File: src/prs_pkg.sv
// Package of constants and types for the reset, preload and security block
// Behaviour
// A 64-bit reprogrammable user signature store holds arbitrary user data.
// Signature readback works at all times, secured or not.
// Once security is set, array configuration readback is refused.
// Security clears only through a full device reprogram. Here power-up reset (nrst_in) also clears it.
// Each programming cycle erases the configuration automatically first.
// Preload synchronously forces each registered output high or low.
// The tester runs preload automatically before sequencing the machine.
// Power-up reset clears every register within 1 microsecond.
// After reset, enabled outputs show the cleared register through polarity.
// The clock stays static throughout power-up.
// No clock edge until input and feedback setup is satisfied.
// Undriven inputs and I/O pins read as logic 1.
// Preload breaks feedback and replaces next state for one edge only.
package prs_pkg;
  localparam int PRS_NCELL = 12;
  localparam int PRS_SIG_BITS = 64;
  localparam int PRS_CFG_WORDS = 16;
  localparam int PRS_CFG_BITS = 16;
  localparam int PRS_CLK_MHZ = 100;
  localparam int PRS_TPR_US = 1;
  // Longest time rounds down
  localparam int PRS_TPR_CYC = PRS_TPR_US * PRS_CLK_MHZ;
  localparam int PRS_ERASE_CYC = PRS_CFG_WORDS;
  localparam logic [PRS_CFG_BITS-1:0] PRS_ERASED = 16'hffff;
  localparam logic [PRS_CFG_BITS-1:0] PRS_REFUSED = 16'h0000;
  typedef enum logic [2:0] {
    PRS_PWRUP, PRS_RUN, PRS_ERASE, PRS_PROG
  } prs_state_t;
endpackage

File: src/prs_pullup.sv
// Pin input stage modelling the built-in pull-ups
`timescale 1ns/1ns
module prs_pullup #(
  parameter int W = 12
) (
  // Pin level and whether anything drives it
  input wire logic [W-1:0] pin_in,
  input wire logic [W-1:0] driven_in,
  // Resolved logic level
  output logic [W-1:0] level_out
);
  // Floating pins settle high
  assign level_out = pin_in | ~driven_in;
endmodule // prs_pullup

File: src/prs_core.sv
// Reset, preload, signature and security housekeeping for a macrocell array
`timescale 1ns/1ns
module prs_core import prs_pkg::*; #(
  parameter int NCELL = PRS_NCELL,
  parameter int TPR_CYC = PRS_TPR_CYC
) (
  // Clock and power-on reset
  input wire logic clk_in,
  input wire logic nrst_in,
  // Macrocell next state, enables, polarity and pins
  input wire logic [NCELL-1:0] next_q_in,
  input wire logic [NCELL-1:0] oe_in,
  input wire logic [NCELL-1:0] polarity_in,
  input wire logic [NCELL-1:0] pin_in,
  input wire logic [NCELL-1:0] driven_in,
  // Preload
  input wire logic preload_in,
  input wire logic [NCELL-1:0] preload_val_in,
  // Programming
  input wire logic prog_start_in,
  input wire logic prog_wr_in,
  input wire logic [3:0] prog_addr_in,
  input wire logic [PRS_CFG_BITS-1:0] prog_data_in,
  input wire logic prog_secure_in,
  input wire logic prog_end_in,
  input wire logic sig_wr_in,
  input wire logic [PRS_SIG_BITS-1:0] sig_data_in,
  // Readback
  input wire logic cfg_rd_in,
  input wire logic [3:0] cfg_addr_in,
  // Outputs
  output logic [NCELL-1:0] q_out,
  output logic [NCELL-1:0] pin_out,
  output logic [NCELL-1:0] pin_oe_out,
  output logic [NCELL-1:0] pin_level_out,
  output logic [PRS_SIG_BITS-1:0] sig_out,
  output logic [PRS_CFG_BITS-1:0] cfg_data_out,
  output logic cfg_valid_out,
  output logic cfg_refused_out,
  output logic secure_out,
  output logic ready_out,
  output logic busy_out
);
  // Everything the block remembers lives in one registered struct, so
  // every output comes straight from a flip-flop. The array words are
  // the exception: they sit in their own memory and only reach the
  // outside through the registered readback word.
  // Limitation: the array image is not reset; it is only defined after
  // the first programming cycle has erased and rewritten it.
  typedef struct packed {
    // Sequencer
    prs_state_t st;
    logic [15:0] cnt;
    // Macrocell registers and the pin image built from them
    logic [NCELL-1:0] q;
    logic [NCELL-1:0] pin;
    logic [NCELL-1:0] oe;
    logic [NCELL-1:0] lvl;
    // Signature store
    logic [PRS_SIG_BITS-1:0] sig;
    // Readback result, held at zero unless a read was granted
    logic [PRS_CFG_BITS-1:0] rdata;
    logic rvalid;
    logic refused;
    // Protection and status
    logic secure;
    logic ready;
    logic busy;
  } prs_regs_t;

  prs_regs_t r;
  prs_regs_t next_r;
  logic [PRS_CFG_BITS-1:0] cfg_mem [PRS_CFG_WORDS];
  logic [NCELL-1:0] level;

  prs_pullup #(.W(NCELL)) u_pullup (
    .pin_in(pin_in),
    .driven_in(driven_in),
    .level_out(level)
  );

  // Polarity applied to a register value gives the pin value
  function automatic logic [NCELL-1:0] drive(
    input logic [NCELL-1:0] q, input logic [NCELL-1:0] pol);
    drive = q ^ pol;
  endfunction

  // True on the last cycle of a phase that lasts len cycles
  function automatic logic phase_done(
    input logic [15:0] cnt, input int len);
    phase_done = (cnt >= 16'(len - 1));
  endfunction

  // Step a phase counter; saturating so a stuck phase cannot wrap
  function automatic logic [15:0] phase_step(input logic [15:0] cnt);
    phase_step = (cnt == 16'hffff) ? cnt : cnt + 16'h0001;
  endfunction

  // A readback is granted only while the array is unprotected
  function automatic logic read_granted(input logic rd, input logic sec);
    read_granted = rd && !sec;
  endfunction

  always_comb begin
    next_r = r;
    next_r.rvalid = 1'b0;
    next_r.refused = 1'b0;
    // Data drops back to zero with the strobe so nothing lingers
    next_r.rdata = PRS_REFUSED;
    next_r.lvl = level;
    case (r.st)
      PRS_PWRUP: begin
        // Registers already cleared by reset; hold off for tpr
        if (phase_done(r.cnt, TPR_CYC)) begin
          next_r.st = PRS_RUN;
          next_r.ready = 1'b1;
        end else begin
          next_r.cnt = phase_step(r.cnt);
        end
      end

      PRS_RUN: begin
        // Start wins over preload and readback in the same cycle
        if (prog_start_in) begin
          // Erase comes with every programming cycle
          next_r.st = PRS_ERASE;
          next_r.cnt = '0;
          next_r.busy = 1'b1;
          next_r.ready = 1'b0;
        end else if (preload_in) begin
          // Feedback broken for this edge only
          next_r.q = preload_val_in; // see
        end else begin
          next_r.q = next_q_in;
        end
        // A read that meets a start is dropped rather than half served
        if (cfg_rd_in && !prog_start_in) begin
          if (read_granted(cfg_rd_in, r.secure)) begin
            next_r.rvalid = 1'b1;
            next_r.rdata = cfg_mem[cfg_addr_in];
          end else begin
            next_r.refused = 1'b1;
          end
        end
      end

      PRS_ERASE: begin
        // The security cell clears here, as part of reprogramming, and otherwise only at power-up reset
        next_r.secure = 1'b0;
        // One array word is overwritten per cycle during the erase phase
        if (phase_done(r.cnt, PRS_ERASE_CYC)) begin
          next_r.st = PRS_PROG;
        end else begin
          next_r.cnt = phase_step(r.cnt);
        end
      end

      PRS_PROG: begin
        // The signature may be written anywhere in the programming window
        if (sig_wr_in) begin
          next_r.sig = sig_data_in;
        end
        if (prog_end_in) begin
          next_r.st = PRS_RUN;
          next_r.busy = 1'b0;
          next_r.ready = 1'b1;
          // Protection takes effect only once the pattern is complete
          next_r.secure = prog_secure_in;
        end
      end
      default: begin
        next_r.st = PRS_PWRUP;
      end
    endcase
    // Pin image follows the register through the programmed polarity
    next_r.pin = drive(next_r.q, polarity_in);
    next_r.oe = oe_in;
  end

  // Array words: erased in the erase phase, written during programming
  always_ff @(posedge clk_in) begin
    if (r.st == PRS_ERASE) begin
      cfg_mem[r.cnt[3:0]] <= PRS_ERASED;
    end else if (r.st == PRS_PROG && prog_wr_in) begin
      cfg_mem[prog_addr_in] <= prog_data_in;
    end
  end

  always_ff @(posedge clk_in or negedge nrst_in) begin
    if (!nrst_in) begin
      r <= '0;
    end else begin
      r <= next_r;
    end
  end

  assign q_out = r.q;
  assign pin_out = r.pin;
  assign pin_oe_out = r.oe;
  assign pin_level_out = r.lvl;
  // Signature is never gated by the security cell
  assign sig_out = r.sig;
  // Zero whenever no granted read is standing
  assign cfg_data_out = r.rdata;
  assign cfg_valid_out = r.rvalid;
  assign cfg_refused_out = r.refused;
  assign secure_out = r.secure;
  assign ready_out = r.ready;
  assign busy_out = r.busy;
endmodule // prs_core

File: config.mk
export PLATFORM = sky130hd
export DESIGN_NAME = prs_core
export DESIGN_NICKNAME = d
export VERILOG_FILES = /design/src/prs_pkg.sv /design/src/prs_pullup.sv /design/src/prs_core.sv
export SDC_FILE = /design/constraint.sdc
export NUM_CORES = 1
export LEC_CHECK = 0
export ABC_AREA = 1
export BUFFER_PORTS_ARGS = -buffer_cell sky130_fd_sc_hd__buf_4
export CAP_MARGIN = 20
export CORE_ASPECT_RATIO = 2
export CORE_MARGIN = 2
export CORE_UTILIZATION = 61
export CTS_CLUSTER_DIAMETER = 30
export DETAILED_ROUTE_END_ITERATION = 12
export GPL_TIMING_DRIVEN = 1
export PLACE_DENSITY = 0.84
export SYNTH_ARGS = -nofsm -noshare
export SYNTH_HDL_FRONTEND = slang
export SYNTH_SLANG_ARGS = --single-unit
File: constraint.sdc
create_clock -name clk_in -period 7.9 [get_ports clk_in]
set_input_delay 1.58 -clock clk_in [delete_from_list [all_inputs] [get_ports clk_in]]
set_output_delay 1.58 -clock clk_in [all_outputs]
set_load 0.03 [all_outputs]
==> results of run 1 <==
==> power by group through the flow <==
stage	Clock (mW)	Combinational [mW]	Sequential, mW
2_1_floorplan	0	0.163	2.31
3_3_place_gp	0	0.264	2.31
3_5_place_dp	0	0.273	2.31
4_1_cts	2.10	0.276	2.27
5_1_grt	2.18	0.298	2.27
6_report	2.08	0.274	2.27
==> logic make-up after synthesis <==
logic type | after synthesis | synth area share, %
buffers and inverters | 419 | 12.0
flip-flops | 407 | 64.5
AND/OR/NAND/NOR | 390 | 9.48
AO/OA/AOI/OAI | 249 | 8.52
multiplexers | 64 | 4.05
XOR/XNOR | 21 | 1.03
adder cells (fa/ha/maj) | 6 | 0.422
==> per-stage QoR <==
stage	hold WS (ns)	total power, mW
after floorplan	0.481	2.47
after global placement	0.464	2.58
after detailed placement	0.465	2.59
after CTS	0.482	4.65
after global routing	0.506	4.74
final	0.477	4.62
==> final cells by class <==
| type | count | share of cell area, % |
|---|---|---|
| sequential | 407 | 54.9 |
| multi-input combinational | 730 | 20.0 |
| inverter | 222 | 3.99 |
| tap | 360 | 2.16 |
| clock buffer | 51 | 5.50 |
| clock inverter | 28 | 1.64 |
| timing repair buffer | 322 | 11.7 |
==> cell usage in the layout (no fill, tap or decap), drive strengths merged <==
master    Yosys  layout
inv         221     233
bufinv        0       3
clkbuf       24      51
clkinvlp      0       1
o211ai       76      76
nand3       102     102
nor2         63      63
edfxtp      256     256
o21a         12      12
nand2       209     209
mux2         64      64
ha            6       6
nor3b         1       1
dfrtp       151     151
clkinv        1      13
a21oi        71      71
o21bai        2       2
a21boi       13      13
buf         173     322
xnor2        14      14
nand4         7       7
nand3b        4       4
nor3          4       4
o21ai        74      74
a221oi        1       1
xor2          7       7
==> worst min-delay path by stage <==
stage	startpoint	endpoint	slack (ns)
final	ready_out	ready_out	0.48
after floorplan	sig_out[0]	sig_out[0]	0.48
after global routing	ready_out	ready_out	0.51
after CTS	ready_out	ready_out	0.48
after detailed placement	ready_out	ready_out	0.46
after global placement	ready_out	ready_out	0.46
==> per-layer routing <==
layer	vias up	share of wire, %	track usage (%)
li1	5442	-	-
met1	5554	32	27.8
met2	618	55	52.9
met3	132	7.8	5.94
met4	0	5.2	14.4
met5	-	0	0
==> worst reg2reg max path, stage by stage (launching register included) <==
cell and delay (ns):
dfrtp_1 0.46, inv_1 0.12, ha_1 0.33, nor3_4 0.79, o21ai_0 0.33, nand3b_1 0.33
nor2_1 0.22, buf_4 0.30
==> registers in the layout, summed over array words and instances (netlist names), 12 cells and up <==
name and flops:
q_out 12, pin_out 12, pin_level_out 12, sig_out 64, cfg_mem 256, pin_oe_out 12, r 18, cfg_data_out 16
==> qor.csv, run 1 <==
metric,value,unit
status,"complete, but fails checks",
violations,design-rule violations,
antennaDiodeCount,0,
path_depth,7,
routedWlPerCell,20.1,um
crit_buf_inv,2,
timing.final.crit_share,42.9,%
cap_violations,0,
cp_top_family,buffers and inverters,
drive_gt1_share,26.9,%
placedCellCount,2041,
whs_path_depth,2,
h-tree-depth,2,
p_sw_share,23.0,%
syn_nets,1731,
power.share.sequential,49.1,%
grt_pass1_wl,64900,um
synth_edf_count,256,
worst_slew_pin_slew,0.960,ns
grt_overflow,0,
fillers,1802,
ioPinCount,302,
detail-route-antenna-nets,0,
area_delta_synth_final,17.4,%
design.core.area,28700,um^2
finalCriticalPeriod,3.39,ns
cts_made_buffers,43,
clock_path_buffers,3,
synthDistinctLibCells,33,
maxSlewHeadroom,36.0,%
startpoint_type,input port,
stdcell_count,2120,
nets,1901,
grt_pass1_vias,12100,
p_int,3.56,mW
grt_max_degree,154,
r2r-end,cfg_mem[11][6],
multi_input_area,4180,um^2
gp_congestion,0.886,
path_clk_slew,0.07,ns
ys_seq_area_share,64.5,%
setup_violations,0,
synth_common_cells,"256 x edfxtp_1, 217 x inv_1, 209 x nand2_1",
holdCritPathClass,reg2reg,
r2r_slack,4.69,ns
dp_slack,4.00,ns
clockPowerShare,45.0,%
crit_end,cfg_data_out[15],
row_count,88,
cp_data_required_time,8.33,ns
rsz0062_at_grt,no,
power_leakage,9.37,nW
async_flop_share,37.1,%
crit_top_cell,nand3_1,
drt_iter0_drc,1154,
ys.flop_type,edfxtp_1,
final_area,20900,um^2
routed_wl,42700,um
crit_type,in2reg,
dr.pass1.iters,11,
viasPerCell,5.54,
yosys.cell_count.top_type,edfxtp_1,
critical_path.cell_chain,buf_6 > buf_4 > a21oi_1 > o21ai_0 > nand3_1 > nand3_1 > a21boi_1,
clockRootBuffer,clkbuf_16,
die_height,245,um
layout.area.seq,11500,um^2
avgSynthCellArea,11.4,um^2
placed_area,19400,um^2
critical_path.max_fanout,153,
grt_use_total,27.7,%
max_freq,295,MHz
pwr-share-comb,5.9,%
fin_util,72.6,%
tns,0,ns
post-cts-setup-buffers,0,
yosysWarnings,0,
end_kind,flop,
synth_top_area_share,43.2,%
clkLatencyLatePin,0.57,ns
ctsHoldBuffers,0,
ctsResizeCount,0,
finalMaxSlewViolations,0,
cts_tree,yes,
r2r_start,r[149],
arrival,3.82,ns
vias,11700,
die_w,125,um
drc_errors,1,
start_util,61.9,%
syn-cell-area,17800,um^2
setup_ws,4.51,ns
syn_inst,1556,
setup.worst_path.start,cfg_addr_in[0],
dpl.hpwl,29200,um
hold_viol,0,
ir_worst_vdd,0.000210,V
p_switching,1.06,mW
critPathSlowestCell,buf_4,
yosysTopAreaCell,edfxtp_1,
port_buffers,301,
cts_sinks,407,
finClkSkew,0.0250,ns
ys_top_cells_by_area,"edfxtp_1 43%, dfrtp_1 21%, buf_4 5.5%, inv_1 4.6%, nand2_1 4.4%",
antenna_found_initial,0,
yosys_register_bits,407,
p_per_area,221,nW/um^2
die_area,30600,um^2
worst-r2r-cell-count,7,
slowest_delay,0.82,ns
Note: power is estimated with default switching activity, not from simulation.
==> inputs of run 2 (changes only) <==
--- a/config.mk
+++ b/config.mk
@@ -10,11 +10,11 @@
 export CAP_MARGIN = 20
 export CORE_ASPECT_RATIO = 2
 export CORE_MARGIN = 2
-export CORE_UTILIZATION = 61
+export CORE_UTILIZATION = 56
 export CTS_CLUSTER_DIAMETER = 30
 export DETAILED_ROUTE_END_ITERATION = 12
 export GPL_TIMING_DRIVEN = 1
-export PLACE_DENSITY = 0.84
+export PLACE_DENSITY = 0.78
 export SYNTH_ARGS = -nofsm -noshare
 export SYNTH_HDL_FRONTEND = slang
 export SYNTH_SLANG_ARGS = --single-unit
==> constraint.sdc (replaced) <==
create_clock -name clk_in -period 3.2 [get_ports clk_in]
set_input_delay 0.64 -clock clk_in [delete_from_list [all_inputs] [get_ports clk_in]]
set_output_delay 0.64 -clock clk_in [all_outputs]
set_load 0.03 [all_outputs]
==> qor.csv, run 2 (synthesized netlist as in run 1, its figures left out) <==
metric,value,unit,change
placedCellCount,2118,,+3.8%
dp_slack,0.551,ns,-3.45 ns
grt_pass1_vias,12300,,+1.6%
cts_sinks,407,,unchanged
largest_register_ffs,256,,unchanged
startpoint_type,flop,,
grt_pass1_wl,67600,um,+4.1%
arrival,2.91,ns,-0.91 ns
clkLatencyLatePin,0.54,ns,-0.03 ns
ctsResizeCount,0,,unchanged
largest_register,cfg_mem,,
die_w,130,um,+4.2%
viasPerCell,5.36,,-3.2%
grt_max_degree,116,,-25%
vias,11700,,-0.017%
setup_ws,0.502,ns,-4.01 ns
p_sw_share,22.7,%,-0.25 points
area_delta_synth_final,17.6,%,
nets,1912,,+0.58%
ir_worst_vdd,0.000489,V,+130%
die_height,256,um,+4.3%
antennaDiodeCount,0,,unchanged
critical_path.max_fanout,16,,-90%
grt_overflow,0,,unchanged
hold_viol,0,,unchanged
fillers,2253,,+25%
ctsHoldBuffers,0,,unchanged
pwr-share-comb,6.5,%,+0.6 points
clockRootBuffer,clkbuf_16,,
crit_type,reg2reg,,
post-cts-setup-buffers,0,,unchanged
p_per_area,526,nW/um^2,+140%
cap_violations,0,,unchanged
setup_violations,0,,unchanged
stdcell_count,2190,,+3.3%
detail-route-antenna-nets,0,,unchanged
antenna_found_initial,1,,+1
drt_iter0_drc,952,,-18%
cts_tree,yes,,
maxSlewHeadroom,32.2,%,-3.7 points
row_count,92,,+4.5%
drive_gt1_share,27.1,%,+0.23 points
start_util,56.6,%,-5.3 points
grt_use_total,27.1,%,-0.65 points
max_freq,371,MHz,
fin_total_pwr,11.0,mW,+140%
holdCritPathClass,in2async,,
dr.pass1.iters,7,,-4
cp_data_required_time,3.41,ns,-4.92 ns
path_clk_slew,0.06,ns,about the same
clock_path_buffers,3,,unchanged
port_buffers,301,,unchanged
status,completed,,
layout_commonest_cell,buf_4,,
h-tree-depth,2,,unchanged
finalMaxSlewViolations,0,,unchanged
rsz0062_at_grt,no,,
cts_made_buffers,40,,-7.0%
drc_errors,0,,-1
p_int,8.50,mW,+140%
power_leakage,9.37,nW,about the same
p_switching,2.50,mW,+140%
clockPowerShare,42.6,%,-2.4 points
whs,0.0956,ns,-0.381 ns
tns,0,ns,unchanged
final_cell_mix,"329 x buf_4, 256 x edfxtp_1, 217 x inv_1",,
end_kind,flop,,
dpl.hpwl,31500,um,+7.8%
ioPinCount,302,,unchanged
finClkSkew,0.0127,ns,-0.0123 ns
design.core.area,31400,um^2,+9.4%
power.share.sequential,50.9,%,+1.8 points
gp_congestion,0.951,,+7.4%
routedWlPerCell,20.1,um,+0.12%
die_area,33300,um^2,+8.7%
timing.final.crit_share,84.3,%,
routed_wl,44100,um,+3.4%
worst_slew_pin_slew,1.02,ns,+0.0549 ns
finalCriticalPeriod,2.70,ns,
==> run 2: metrics by stage <==
stage          instance area (um^2)  util [%]
2_1_floorplan                 17800         -
5_1_grt                       20900      66.6
3_3_place_gp                  19600      62.4
4_1_cts                       20900      66.6
6_report                      20900      66.6
3_5_place_dp                  19600      62.4
==> run 2: area by class of cell <==
type | instances | area (um^2) | area share (%)
clock inverter | 23 | 236 | 1.13
clock buffer | 49 | 1080 | 5.14
sequential | 407 | 11500 | 54.8
tap | 423 | 529 | 2.53
inverter | 222 | 833 | 3.98
timing repair buffer | 336 | 2590 | 12.4
multi-input combinational | 730 | 4180 | 20.0
==> run 2: path summary, 6_finish.rpt <==
| path | start | endpoint | slack [ns] | cells after the start |
|---|---|---|---|---|
| worst max-delay path | r[149] | cfg_mem[8][1] | 0.50 | 7 |
| worst min-delay path | nrst_in | pin_level_out[7] | 0.1 | 1 |
| worst max register to register | r[149] | cfg_mem[8][1] | 0.50 | 7 |
| worst min register to register | ready_out | ready_out | 0.50 | 2 |
| max in group asynchronous | nrst_in | sig_out[0] | 2.34 | 2 |
| min in group clk_in | oe_in[8] | pin_oe_out[8] | 0.21 | 1 |
==> run 2: metal layers <==
| layer | vias to the layer above | GRT usage [%] | share of wire (%) |
|---|---|---|---|
| met5 | - | 0 | 0.016 |
| met4 | 2 | 13.4 | 5.2 |
| met3 | 117 | 5.83 | 7.2 |
| met2 | 542 | 50.0 | 56 |
| met1 | 5639 | 28.2 | 32 |
| li1 | 5444 | - | - |
==> run 2: critical path, cell delays in order (launching register included) <==
cell,delay (ns)
dfrtp_1,0.45
inv_1,0.11
ha_1,0.30
nor3_4,0.50
o21ai_0,0.27
nand3b_1,0.29
nor2_1,0.15
buf_4,0.30
==> run 2: power by group through the flow <==
| stage | registers, mW | logic (mW) | clock network (mW) |
|---|---|---|---|
| CTS | 5.60 | 0.718 | 4.73 |
| global route | 5.60 | 0.772 | 4.92 |
| detailed placement | 5.71 | 0.712 | 0 |
| global placement | 5.71 | 0.700 | 0 |
| floorplan | 5.70 | 0.403 | 0 |
| finish | 5.60 | 0.713 | 4.68 |
==> inputs of run 3 (changes only) <==
--- a/config.mk
+++ b/config.mk
@@ -10,11 +10,11 @@
 export CAP_MARGIN = 20
 export CORE_ASPECT_RATIO = 2
 export CORE_MARGIN = 2
-export CORE_UTILIZATION = 56
+export CORE_UTILIZATION = 51
 export CTS_CLUSTER_DIAMETER = 30
 export DETAILED_ROUTE_END_ITERATION = 12
 export GPL_TIMING_DRIVEN = 1
-export PLACE_DENSITY = 0.78
+export PLACE_DENSITY = 0.74
 export SYNTH_ARGS = -nofsm -noshare
 export SYNTH_HDL_FRONTEND = slang
 export SYNTH_SLANG_ARGS = --single-unit
==> constraint.sdc (replaced) <==
create_clock -name clk_in -period 2.3 [get_ports clk_in]
set_input_delay 0.46 -clock clk_in [delete_from_list [all_inputs] [get_ports clk_in]]
set_output_delay 0.46 -clock clk_in [all_outputs]
set_load 0.03 [all_outputs]
==> qor.csv, run 3 (synthesized netlist as in run 1, its figures left out) <==
metric,value,unit,change
drive_gt1_share,29.4,%,+2.2 points
layout_commonest_cell,buf_4,,
layout.area.seq,11500,um^2,unchanged
final_area,21700,um^2,+3.9%
area_delta_synth_final,22.3,%,
die_area,36500,um^2,+9.6%
row_count,96,,+4.3%
maxSlewHeadroom,57.1,%,+25 points
r2r_start,r[149],,
start_util,51.8,%,-4.8 points
finalCriticalPeriod,2.24,ns,-0.461 ns
rsz0062_at_grt,yes,,
slowest_delay,0.38,ns,-0.12 ns
p_per_area,755,nW/um^2,+44%
design.core.area,34400,um^2,+9.3%
die_height,268,um,+4.7%
worst_slew_pin_slew,0.643,ns,-0.372 ns
finalMaxSlewViolations,0,,unchanged
cp_data_required_time,2.55,ns,-0.86 ns
drt_iter0_drc,969,,+1.8%
max_freq,447,MHz,+21%
cts_sinks,407,,unchanged
antennaDiodeCount,0,,unchanged
dr.pass1.iters,5,,-2
drc_errors,0,,unchanged
critical_path.cell_chain,inv_1 > ha_1 > nor3_4 > o21ai_1 > nor2_1 > nand2_1 > nor2_2 > buf_12,,
routed_wl,45200,um,+2.4%
cts_made_buffers,42,,+5.0%
finClkSkew,0.0195,ns,+0.00683 ns
grt_pass1_vias,12500,,+1.5%
final_cell_mix,"332 x buf_4, 256 x edfxtp_1, 217 x inv_1",,
critPathSlowestCell,dfrtp_1,,
port_buffers,301,,unchanged
grt_use_total,25.1,%,-2.0 points
end_kind,flop,,
clockRootBuffer,clkbuf_16,,
crit_type,reg2reg,,
whs_path_depth,1,,
r2r-end,cfg_mem[6][4],,
grt_overflow,0,,unchanged
gp_congestion,0.880,,-7.4%
hold_viol,0,,unchanged
antenna_found_initial,0,,-1
clock_path_buffers,3,,unchanged
largest_register_ffs,256,,unchanged
clkLatencyLatePin,0.56,ns,+0.02 ns
routedWlPerCell,20.1,um,about the same
ioPinCount,302,,unchanged
r2r_slack,0.06,ns,-0.44 ns
grt_pass1_wl,68500,um,+1.4%
timing.final.crit_share,97.3,%,+13 points
cp_top_family,simple AND/OR/NAND/NOR gates,,
nets,1945,,+1.7%
crit_buf_inv,2,,unchanged
cap_violations,0,,unchanged
holdPathEnd,pin_oe_out[1],,
arrival,2.49,ns,-0.42 ns
ir_worst_vdd,0.000808,V,+65%
holdCritPathClass,in2reg,,
whs,0.0231,ns,-0.0726 ns
vias,11900,,+1.3%
multi_input_area,4240,um^2,+1.3%
setup_violations,0,,unchanged
grt_max_degree,78,,-33%
placed_area,20100,um^2,+2.4%
status,completed,,
min_from,oe_in[1],,
fillers,2651,,+18%
viasPerCell,5.31,,-1.1%
path_clk_slew,0.06,ns,about the same
detail-route-antenna-nets,0,,unchanged
startpoint_type,flop,,
worst-r2r-cell-count,8,,+1
die_w,136,um,+4.6%
power_leakage,9.70,nW,+3.5%
largest_register,cfg_mem,,
dpl.hpwl,32200,um,+2.2%
critical_path.max_fanout,16,,unchanged
cts_tree,yes,,
h-tree-depth,2,,unchanged
run 3: cell types whose count changed in the layout (fill, tap and decap cells not counted), sizes merged:
cell,previous run,this run
buf,336,359
dlygate4sd3,0,8
bufinv,2,9
inv,229,235
clkbuf,49,45
clkinv,11,8
clkinvlp,3,1
run 3: report_power, final:
group / internal (mW) / leakage (nW) / switching, mW
Sequential: 7.77 / 4.56 / 0.0245
Clock: 4.57 / 0.765 / 3.04
Combinational: 0.433 / 4.37 / 0.587
run 3: metrics by stage:
step                      total power [mW]  setup slack, ns  cells  util (%)  setup TNS [ns]
after floorplan                       8.49          -0.0748   1556         -          -17.61
after global routing                  16.8          -0.0752   2243      63.3           -6.27
after detailed placement              8.95           0.0750   2157      58.4               0
final                                 16.4           0.0632   2243      63.3               0
after CTS                             16.5           0.0648   2241      63.2               0
after global placement                8.93            0.138   2157      58.4               0
run 3: worst max-delay path by stage:
stage                start       endpoint  slack (ns)  cells after the start
floorplan           r[149]  cfg_mem[2][0]       -0.07                      8
global placement    r[149]  cfg_mem[7][9]        0.14                      7
detailed placement  r[149]  cfg_mem[1][7]        0.08                      8
CTS                 r[149]  cfg_mem[1][0]        0.06                      8
global route        r[149]  cfg_mem[8][9]       -0.08                      9
finish              r[149]  cfg_mem[6][4]        0.06                      8
run 3: area by class of cell:
class,count,share of cell area [%]
well taps,441,2.54
clock buffers,45,5.03
inverters,222,3.83
repair buffers,367,14.2
clock inverters,31,2.16
multi-input cells,730,19.5
flip-flops and latches,407,52.7
run 3: worst register-to-register path, cell delays in order, from the launching register on:
cell and delay, ns:
dfrtp_1 0.38, inv_1 0.09, ha_1 0.24, nor3_4 0.32, o21ai_1 0.18, nor2_1 0.14, nand2_1 0.19, nor2_2 0.21
buf_12 0.19
run 3: layer usage:
layer	track usage (%)	vias to the layer above	routed length (um)
li1	-	5520	-
met1	25.7	5748	14800
met2	48.5	527	25500
met3	4.89	105	3070
met4	10.2	0	1840
met5	0	-	0
run 3: timing repair:
action | CTS | global route
endpoints found under the setup margin | 0 | 242
buffers inserted | 0 | 2
hold buffers | 8 | 0
endpoints found under the hold margin | 53 | 0
resized for setup | 0 | 6
